--- src/core/frt_pkg.sv ---
// constants of the free-running timer with capture
package frt_pkg;
    // register byte addresses, one 32-bit word each, data in bits 7:0
    localparam logic [5:0] FRT_OFF_CTL_ONE   = 6'h00;
    localparam logic [5:0] FRT_OFF_CTL_TWO   = 6'h04;
    localparam logic [5:0] FRT_OFF_FLAGS     = 6'h08;
    localparam logic [5:0] FRT_OFF_CNT_MSB   = 6'h0C;
    localparam logic [5:0] FRT_OFF_CNT_LSB   = 6'h10;
    localparam logic [5:0] FRT_OFF_SH_MSB    = 6'h14;
    localparam logic [5:0] FRT_OFF_SH_LSB    = 6'h18;
    localparam logic [5:0] FRT_OFF_CAP0_MSB  = 6'h1C;
    localparam logic [5:0] FRT_OFF_CAP0_LSB  = 6'h20;
    localparam logic [5:0] FRT_OFF_CAP1_MSB  = 6'h24;
    localparam logic [5:0] FRT_OFF_CAP1_LSB  = 6'h28;
    localparam logic [5:0] FRT_OFF_PINS      = 6'h2C;
    // timer_control_one fields
    localparam int FRT_C1_CAP_IRQ_EN  = 7;
    localparam int FRT_C1_OVF_IRQ_EN  = 5;
    localparam int FRT_C1_CAP0_EDGE   = 1;
    // timer_control_two fields
    localparam int FRT_C2_SRC_LO      = 0;
    localparam int FRT_C2_SRC_HI      = 1;
    localparam int FRT_C2_EXT_EDGE    = 2;
    localparam int FRT_C2_CAP1_EDGE   = 3;
    localparam int FRT_C2_SINGLE      = 4;
    localparam int FRT_C2_PWM         = 5;
    // timer_flags_reg fields
    localparam int FRT_F_CAP0         = 7;
    localparam int FRT_F_CAP1         = 6;
    localparam int FRT_F_OVF          = 5;
    // tick source encodings
    localparam logic [1:0] FRT_SRC_DIV4 = 2'h0;
    localparam logic [1:0] FRT_SRC_DIV2 = 2'h1;
    localparam logic [1:0] FRT_SRC_DIV8 = 2'h2;
    localparam logic [1:0] FRT_SRC_EXT  = 2'h3;
    // divider masks: tick when all masked bits are one
    localparam logic [2:0] FRT_DIV2_MASK = 3'h1;
    localparam logic [2:0] FRT_DIV4_MASK = 3'h3;
    localparam logic [2:0] FRT_DIV8_MASK = 3'h7;
    // counter values
    localparam logic [15:0] FRT_CNT_RELOAD = 16'hFFFC;
    localparam logic [15:0] FRT_CNT_TOP    = 16'hFFFF;
    localparam logic [7:0]  FRT_CTL_RESET  = 8'h00;
endpackage

--- src/core/frt_timer.sv ---
// free-running 16-bit timer with two capture channels, Avalon-MM slave
`timescale 1ns/1ps
module frt_timer
    import frt_pkg::*;
#(
    parameter int         CNT_W      = 16,
    parameter logic [2:0] BONDED_MSK = 3'h7
) (
    // clock and reset
    input  wire logic        sys_clk,
    input  wire logic        arst_n,
    // avalon-mm slave
    input  wire logic [5:0]  avs_address,
    input  wire logic        avs_read,
    input  wire logic        avs_write,
    input  wire logic [31:0] avs_writedata,
    input  wire logic [3:0]  avs_byteenable,
    output logic [31:0]      avs_readdata,
    output logic             avs_waitrequest,
    // cpu side
    input  wire logic        cpu_irq_mask,
    input  wire logic        halt_mode,
    output logic             timer_irq,
    // pins
    input  wire logic [1:0]  capture_pin,
    input  wire logic        ext_tick_pin
);
    if (CNT_W != 16) begin : g_chk
        $error("frt_timer serves a 16-bit counter only");
    end

    typedef struct packed {
        logic [2:0]       sync1;
        logic [2:0]       sync2;
        logic [2:0]       sync3;
        logic [2:0]       div;
        logic [15:0]      count;
        logic [7:0]       snap_lsb;
        logic [7:0]       cnt_buf;
        logic             cnt_latched;
        logic [7:0]       sh_buf;
        logic             sh_latched;
        logic [7:0]       ctl_one;
        logic [7:0]       ctl_two;
        logic             ovf_flag;
        logic             ovf_armed;
        logic [1:0]       cap_flag;
        logic [1:0]       cap_armed;
        logic [1:0]       cap_hold;
        logic [1:0][15:0] cap_val;
        logic             ack;
        logic [31:0]      rdata;
    } frt_state_t;

    frt_state_t st_reg;
    frt_state_t st_next;

    function automatic logic hit(input logic [5:0] addr, input logic [5:0] off);
        hit = (addr[5:2] == off[5:2]);
    endfunction

    function automatic logic edge_of(input logic prev, input logic cur, input logic rise);
        edge_of = rise ? (cur & ~prev) : (prev & ~cur);
    endfunction

    logic       req;
    logic       fill;
    logic       done_rd;
    logic       done_wr;
    logic       tick;
    logic       force_cnt;
    logic [1:0] cap_edge;
    logic [1:0] cap_take;
    logic       lsb_cnt_acc;
    logic       lsb_sh_acc;
    logic [1:0] lsb_cap_acc;
    logic [1:0] msb_cap_rd;
    logic [2:0] pin_read;
    logic [2:0] div_mask;
    logic       waveform_mode;

    assign req     = avs_read | avs_write;
    assign fill    = req & ~st_reg.ack;
    assign done_rd = avs_read & st_reg.ack;
    assign done_wr = avs_write & ~avs_read & st_reg.ack;

    // one wait state: readdata is registered during the first cycle
    assign avs_waitrequest = req & ~st_reg.ack;
    assign avs_readdata    = st_reg.rdata;

    assign lsb_cnt_acc = (done_rd | done_wr) & hit(avs_address, FRT_OFF_CNT_LSB);
    assign lsb_sh_acc  = (done_rd | done_wr) & hit(avs_address, FRT_OFF_SH_LSB);
    assign lsb_cap_acc = {(done_rd | done_wr) & hit(avs_address, FRT_OFF_CAP1_LSB),
                          (done_rd | done_wr) & hit(avs_address, FRT_OFF_CAP0_LSB)};
    assign msb_cap_rd  = {done_rd & hit(avs_address, FRT_OFF_CAP1_MSB),
                          done_rd & hit(avs_address, FRT_OFF_CAP0_MSB)};
    // byte lane 0 carries the register, so a write needs it enabled
    assign force_cnt   = done_wr & avs_byteenable[0] &
                         (hit(avs_address, FRT_OFF_CNT_LSB) |
                          hit(avs_address, FRT_OFF_SH_LSB));

    always_comb begin
        case (st_reg.ctl_two[FRT_C2_SRC_HI:FRT_C2_SRC_LO])
            FRT_SRC_DIV2: div_mask = FRT_DIV2_MASK;
            FRT_SRC_DIV8: div_mask = FRT_DIV8_MASK;
            default:      div_mask = FRT_DIV4_MASK;
        endcase
    end

    // ext pin relies on edges spaced two or more clocks apart
    assign tick = ~halt_mode &
        ((st_reg.ctl_two[FRT_C2_SRC_HI:FRT_C2_SRC_LO] == FRT_SRC_EXT) ?
         edge_of(st_reg.sync3[2], st_reg.sync2[2], st_reg.ctl_two[FRT_C2_EXT_EDGE]) :
         ((st_reg.div & div_mask) == div_mask));

    assign waveform_mode = st_reg.ctl_two[FRT_C2_SINGLE] | st_reg.ctl_two[FRT_C2_PWM];

    // pin 1 always feeds capture; pin 0 capture is blocked in single pulse or pwm mode
    assign cap_edge[0] = edge_of(st_reg.sync3[0], st_reg.sync2[0],
                                 st_reg.ctl_one[FRT_C1_CAP0_EDGE]);
    assign cap_edge[1] = edge_of(st_reg.sync3[1], st_reg.sync2[1],
                                 st_reg.ctl_two[FRT_C2_CAP1_EDGE]);
    assign cap_take[0] = cap_edge[0] & ~st_reg.cap_hold[0] & ~waveform_mode;
    assign cap_take[1] = cap_edge[1] & ~st_reg.cap_hold[1];

    // synchronised pin levels; unbonded inputs always read one
    assign pin_read = st_reg.sync2 | ~BONDED_MSK;

    always_comb begin
        st_next = st_reg;
        st_next.sync1 = {ext_tick_pin, capture_pin};
        st_next.sync2 = st_reg.sync1;
        st_next.sync3 = st_reg.sync2;
        st_next.ack   = fill;

        if (!halt_mode) begin
            st_next.div = st_reg.div + 3'h1;
        end
        if (force_cnt) begin
            st_next.count = FRT_CNT_RELOAD;
        end else if (tick) begin
            st_next.count = st_reg.count + 16'h0001;
        end

        // flags: arm on a flags read that saw them, clear on low access
        if (done_rd && hit(avs_address, FRT_OFF_FLAGS)) begin
            st_next.ovf_armed = st_reg.rdata[FRT_F_OVF];
            st_next.cap_armed = {st_reg.rdata[FRT_F_CAP1], st_reg.rdata[FRT_F_CAP0]};
        end
        if (lsb_cnt_acc && st_reg.ovf_armed) begin
            st_next.ovf_flag  = 1'b0;
            st_next.ovf_armed = 1'b0;
        end
        // set wins over a clear in the same cycle
        if (tick && !force_cnt && st_reg.count == FRT_CNT_TOP) begin
            st_next.ovf_flag = 1'b1;
        end

        for (int i = 0; i < 2; i++) begin
            if (lsb_cap_acc[i] && st_reg.cap_armed[i]) begin
                st_next.cap_flag[i]  = 1'b0;
                st_next.cap_armed[i] = 1'b0;
            end
            if (msb_cap_rd[i]) begin
                st_next.cap_hold[i] = 1'b1;
            end
            if (lsb_cap_acc[i] && avs_read) begin
                st_next.cap_hold[i] = 1'b0;
            end
            if (cap_take[i]) begin
                st_next.cap_val[i]  = st_reg.count;
                st_next.cap_flag[i] = 1'b1;
            end
        end

        // paired reads: high read latches low byte from the same snapshot
        if (done_rd && hit(avs_address, FRT_OFF_CNT_MSB) && !st_reg.cnt_latched) begin
            st_next.cnt_buf     = st_reg.snap_lsb;
            st_next.cnt_latched = 1'b1;
        end
        if (done_rd && hit(avs_address, FRT_OFF_SH_MSB) && !st_reg.sh_latched) begin
            st_next.sh_buf     = st_reg.snap_lsb;
            st_next.sh_latched = 1'b1;
        end
        if (done_rd && hit(avs_address, FRT_OFF_CNT_LSB)) begin
            st_next.cnt_latched = 1'b0;
        end
        if (done_rd && hit(avs_address, FRT_OFF_SH_LSB)) begin
            st_next.sh_latched = 1'b0;
        end

        if (done_wr && avs_byteenable[0]) begin
            if (hit(avs_address, FRT_OFF_CTL_ONE)) begin
                st_next.ctl_one = avs_writedata[7:0];
            end
            if (hit(avs_address, FRT_OFF_CTL_TWO)) begin
                st_next.ctl_two = avs_writedata[7:0];
            end
        end

        // read data registered in the first cycle of a request
        if (fill) begin
            st_next.snap_lsb = st_reg.count[7:0];
            st_next.rdata    = 32'h0000_0000;
            if (avs_read) begin
                case (avs_address[5:2])
                    FRT_OFF_CTL_ONE[5:2]:  st_next.rdata[7:0] = st_reg.ctl_one;
                    FRT_OFF_CTL_TWO[5:2]:  st_next.rdata[7:0] = st_reg.ctl_two;
                    FRT_OFF_FLAGS[5:2]: begin
                        st_next.rdata[FRT_F_CAP0] = st_reg.cap_flag[0];
                        st_next.rdata[FRT_F_CAP1] = st_reg.cap_flag[1];
                        st_next.rdata[FRT_F_OVF]  = st_reg.ovf_flag;
                    end
                    FRT_OFF_CNT_MSB[5:2],
                    FRT_OFF_SH_MSB[5:2]:   st_next.rdata[7:0] = st_reg.count[15:8];
                    FRT_OFF_CNT_LSB[5:2]:  st_next.rdata[7:0] = st_reg.cnt_latched ?
                                               st_reg.cnt_buf : st_reg.count[7:0];
                    FRT_OFF_SH_LSB[5:2]:   st_next.rdata[7:0] = st_reg.sh_latched ?
                                               st_reg.sh_buf : st_reg.count[7:0];
                    FRT_OFF_CAP0_MSB[5:2]: st_next.rdata[7:0] = st_reg.cap_val[0][15:8];
                    FRT_OFF_CAP0_LSB[5:2]: st_next.rdata[7:0] = st_reg.cap_val[0][7:0];
                    FRT_OFF_CAP1_MSB[5:2]: st_next.rdata[7:0] = st_reg.cap_val[1][15:8];
                    FRT_OFF_CAP1_LSB[5:2]: st_next.rdata[7:0] = st_reg.cap_val[1][7:0];
                    FRT_OFF_PINS[5:2]:     st_next.rdata[2:0] = pin_read;
                    default:               st_next.rdata = 32'h0000_0000;
                endcase
            end
        end
    end

    always_ff @(posedge sys_clk or negedge arst_n) begin
        if (!arst_n) begin
            st_reg         <= '0;
            st_reg.count   <= FRT_CNT_RELOAD;
            st_reg.ctl_one <= FRT_CTL_RESET;
            st_reg.ctl_two <= FRT_CTL_RESET;
        end else begin
            st_reg <= st_next;
        end
    end

    // pending requests stay until enable and cpu mask allow them
    assign timer_irq = ~cpu_irq_mask &
        ((st_reg.ovf_flag & st_reg.ctl_one[FRT_C1_OVF_IRQ_EN]) |
         ((|st_reg.cap_flag) & st_reg.ctl_one[FRT_C1_CAP_IRQ_EN]));
endmodule

--- config.mk ---
export PLATFORM = sky130hd
export DESIGN_NAME = frt_timer
export DESIGN_NICKNAME = d
export VERILOG_FILES = /design/src/core/frt_pkg.sv /design/src/core/frt_timer.sv
export SDC_FILE = /design/constraint.sdc
export NUM_CORES = 1
export LEC_CHECK = 0
export BUFFER_PORTS_ARGS = -buffer_cell sky130_fd_sc_hd__buf_2
export CAP_MARGIN = 20
export CORE_MARGIN = 4
export CORE_UTILIZATION = 35
export DETAILED_ROUTE_END_ITERATION = 10
export GPL_TIMING_DRIVEN = 0
export MAX_ROUTING_LAYER = met4
export SYNTH_ARGS = -nofsm -noshare
export SYNTH_HDL_FRONTEND = slang
export SYNTH_SLANG_ARGS = --single-unit
--- constraint.sdc ---
create_clock -name sys_clk -period 2.1 [get_ports sys_clk]
set_input_delay 0.525 -clock sys_clk [delete_from_list [all_inputs] [get_ports sys_clk]]
set_output_delay 0.525 -clock sys_clk [all_outputs]
set_load 0.02 [all_outputs]
# Word level (Yosys, flattened, before mapping)
# Index checks and enable logic that the tools add are counted.
# word_totals
inputBits	51
elab_cells	150
ff_bits	143
out_inout_bits	34
# classes
addsub	2
bitwise	43
mux	31
n_eq_ne	16
reduce_logical	34
# ops
cell	count
one-hot mux 3 bit (10 select lines)	2
2-to-1 mux 16 bit	2
AND 1 bit	24
2-to-1 mux 8 bit	3
nonzero test 2 bit	11
2-to-1 mux 1 bit	20
one-hot mux 2 bit (9 select lines)	1
adder 16 x 1 -> 16 bit (second input constant)	1
== test 16 bit (second input constant)	1
== test 4 x 3 -> 1 bit (second input constant)	4
== test 4 bit (second input constant)	4
logical AND 1 bit	15
NOT 1 bit	13
== test 4 x 2 -> 1 bit (second input constant)	2
one-hot mux 3 bit (2 select lines)	1
bitwise OR 1 bit	5
== test 2 bit (second input constant)	2
== test 4 x 1 -> 1 bit (second input constant)	1
logical NOT 4 bit	1
2-to-1 mux 2 bit	2
AND reduction 2 bit	2
OR reduction 2 bit	2
adder 3 x 1 -> 3 bit (second input constant)	1
AND 3 bit	1
other kinds (3)	5

# Logic depth before layout (Yosys ltp)
# logic_depth
ltp_word	9
depth_mapped	7
mapped_depth_nobuf	6

# Worst setup path before layout
# No wires, ideal clock.
# synth_timing
path_type	input to output
from	input port avs_read
to	output port avs_waitrequest
n_path_buf	1
arrival_time_ns	1.417
stages	3
required_time_ns	1.575
path_slack_ns	0.158
path_cell_list	clkbuf_1 o21bai_1 inv_1
# synth_via
elab_chain_len	2
# synth_lines
item	line_no	rtl
from (decl)	frt_timer.sv:14	input wire logic avs_read,
bitwise OR 1 bit	frt_timer.sv:82	assign req = avs_read | avs_write;
AND 1 bit	frt_timer.sv:88	assign avs_waitrequest = req & ~st_reg.ack;
to (decl)	frt_timer.sv:19	output logic avs_waitrequest,
# No other way between the ends.

# Worst setup path in the final report
# layout_timing
from	register st_reg[127] (netlist bit)
to	register st_reg, in the netlist avs_readdata[4]
# layout_via
elab_chain_len	2
# layout_lines
item	line_no	rtl
from (decl)	frt_timer.sv:55	frt_state_t st_reg;
from (signal assigned)	frt_timer.sv:238	st_reg <= st_next;
one-hot mux 2 bit (9 select lines)	frt_timer.sv:206	case (avs_address[5:2])
2-to-1 mux 8 bit	frt_timer.sv:205	if (avs_read) begin
# No other way between the ends.
# A chain may end at the register's enable or synchronous reset.

==> qor.txt <==
Seq/Total Area, Yosys = 0.493
ANT nets after route = 0
Leak = 3.42 nW
worst relative slew slack = 0.529
number of flops mapped to enable cells by yosys = 0
max-slew violation count = 0
dpl hpwl = 12.0 mm
CP Class = reg2reg
Nets = 684
Starting Density = 0.361
H-tree depth = 4
routability cong. = 0.948
Mapped Area = 6080 um^2
DRT Pass-1 Iters = 7
pwr/cell area = 1030 nW/um^2
worst-margin pin slew = 703 ps
post-synth top area cell = dfrtp_1
Yosys top cell area share = 0.432
clock-pin slew on the worst setup and hold paths = 60 ps
worst vdd ir = 0.000649 V
# IOs = 85
Hold Crit Class = in2reg
Synth Warn # = 0
Port Buffers = 30
type of destination of the critical path = flip-flop
DR vias = 4,576
Vias/cell = 5.30
first-pass GRT wire length = 26.3 mm
worst reg2reg setup slack = 50 ps
# diodes = 0
clk buf depth = 2
layout cell share with drive strength beyond 1 = 0.346
Post-DP Area = 6630 um^2
vias in the first global route = 4,571
Critical Path RT = 2440 ps
Synth Instances = 556
Routed WL = 16.6 mm
Avg WL per Cell = 19.2 um
all-layer global routing usage = 0.179
Fin. Hold Viols = 0
largest net degree at the start of global routing = 104
core area = 16,800 um^2
Die Width = 140 um
Period minus WS final = 2050 ps
Critical Path Start = st_reg[127]$_DFFE_PN1P_
max reg flops = 105
startpoint types = flip-flop
flops & latches, synth = 119
FMAX = 488 MHz
CTS tree = yes
post-route setup slack = 50.2 ps
reg2reg start = st_reg[127]$_DFFE_PN1P_
design area = 7330 um^2
Pwr Total = 7.53 mW
asr flop ratio synth = 1.00
Final Util = 0.436
status = finished clean
area delta synth->final = 20.7%
pre-CTS setup slack = -542 ps
syn_area_per_cell = 10.9 um^2
CTS root buf = clkbuf_16
total of max-cap violations = 0
hold path start = capture_pin[1]
ys flop type = dfrtp_1
Worst Skew = 7.62 ps
die area = 19,500 um^2
Die H = 140 um
Synth cell types = 60
Crit Path Max Fanout = 9
WHS = 212 ps
DRC viols = 0
clk_lat worst skew = 420 ps
RSZ-0062 raised after global routing = no
Starting DRT DRC Count = 393
period utilisation layout = 0.976
Cell Rows = 47
initial antenna violation count = 0
final setup fails = 0
top post-synthesis cells by area = dfrtp_1 (43%), mux2_2 (12%), dfstp_2 (6.1%)
CTS Sinks = 119
CP arrival = 2390 ps
CTS Buf Count = 17
grt ovf = 0
[layer usage]
metal  up-vias  wire, um  global-route usage
li1       2113         -                   -
met1      2303      7500               0.234
met2       133      7890               0.275
met3        27       800              0.0429
met4         0       425              0.0617
met5         -         0                   -
[layout make-up]
cell class	instances	area, um^2
well taps	220	275
plain buffers	62	398
clock buffers	18	439
multi-input cells	389	2810
clock inverters	14	153
repair buffers	37	241
fillers	1612	9490
inverters	5	21.3
flip-flops and latches	119	3000
[path summary, 6_finish.rpt]
kind	to	depth (start not counted)
min	st_next[138]$_DFF_PN0_	1
max in group asynchronous	st_reg[32]$_DFF_PN0_	3
max	avs_readdata[4]$_DFFE_PN0P_	5
min reg2reg	pin_read[2]$_DFF_PN0_	0
max reg2reg	avs_readdata[4]$_DFFE_PN0P_	5
min in group asynchronous	st_reg[115]$_DFFE_PN0P_	2
[critical path: stages, from the launching register on]
cell and delay, ps:
dfstp_2 520, buf_1 360, or4b_2 620, o31ai_1 120
a211oi_1 160, o21ai_0 180
[placed cells by master (no fill, tap or decap), types with 3 or more instances in the layout]
cell type | netlist | layout
dfrtp_1 | 105 | 103
mux2_2 | 66 | 66
nand2_1 | 57 | 57
buf_2 | 14 | 43
buf_4 | 35 | 38
mux2i_1 | 32 | 32
nor2_1 | 27 | 26
conb_1 | 1 | 24
o21ai_0 | 22 | 22
a21oi_1 | 18 | 18
clkbuf_16 | 0 | 17
dfstp_2 | 14 | 14
nand3_1 | 14 | 13
nand2b_1 | 10 | 10
nor3_1 | 9 | 9
nand4_1 | 9 | 9
o22ai_1 | 8 | 8
a22oi_1 | 7 | 7
clkinvlp_4 | 0 | 7
or3_1 | 7 | 6
or4_1 | 6 | 6
clkbuf_1 | 12 | 6
o31ai_1 | 6 | 6
xor2_1 | 6 | 6
clkbuf_2 | 1 | 5
xnor2_1 | 5 | 5
inv_1 | 5 | 4
and3_1 | 5 | 4
o32ai_1 | 4 | 4
a21o_1 | 3 | 3
a311o_1 | 3 | 3
a211oi_1 | 3 | 3
clkinv_4 | 0 | 3
[repair_timing]
item | in CTS | in global routing
resized for setup | 13 | 12
hold endpoints to repair | 8 | 0
pin swaps | 1 | 3
setup endpoints to repair | 51 | 16
setup buffers | 1 | 3
hold buffers | 1 | 0
[stage by stage]
| stage | TNS, ps | instances |
|---|---|---|
| after global routing | 0 | 864 |
| final | 0 | 864 |
| after detailed placement | -16840 | 831 |
| after global placement | -120840 | 829 |
| after floorplan | 0 | 579 |
| after CTS | 0 | 863 |
[cells in the mapped netlist (4+ instances only)]
cell	n
mux2i_1	32
nand4_1	9
dfstp_2	14
o31ai_1	6
a22oi_1	7
xor2_1	6
nand2b_1	10
dfrtp_1	105
inv_1	5
o32ai_1	4
nor3_1	9
nor2_1	27
o22ai_1	8
a21oi_1	18
mux2_2	66
clkbuf_1	12
buf_4	35
nand3_1	14
or4_1	6
and3_1	5
xnor2_1	5
o21ai_0	22
or3_1	7
nand2_1	57
buf_2	14
[where the power goes]
part,internal (mW),switching [mW]
Sequential,2.82,0.410
Clock,1.78,1.09
Combinational,0.630,0.796
Total,5.23,2.30
[cell families after synthesis]
group / share of synthesized area
buf+inv: 0.0698
simple gates: 0.143
flops: 0.493
other cells: 0.000617
fa+ha+maj: 0.00412
compound gates: 0.0984
mux: 0.175
xor+xnor: 0.0159
No activity file was read; power rests on OpenSTA's default activity.
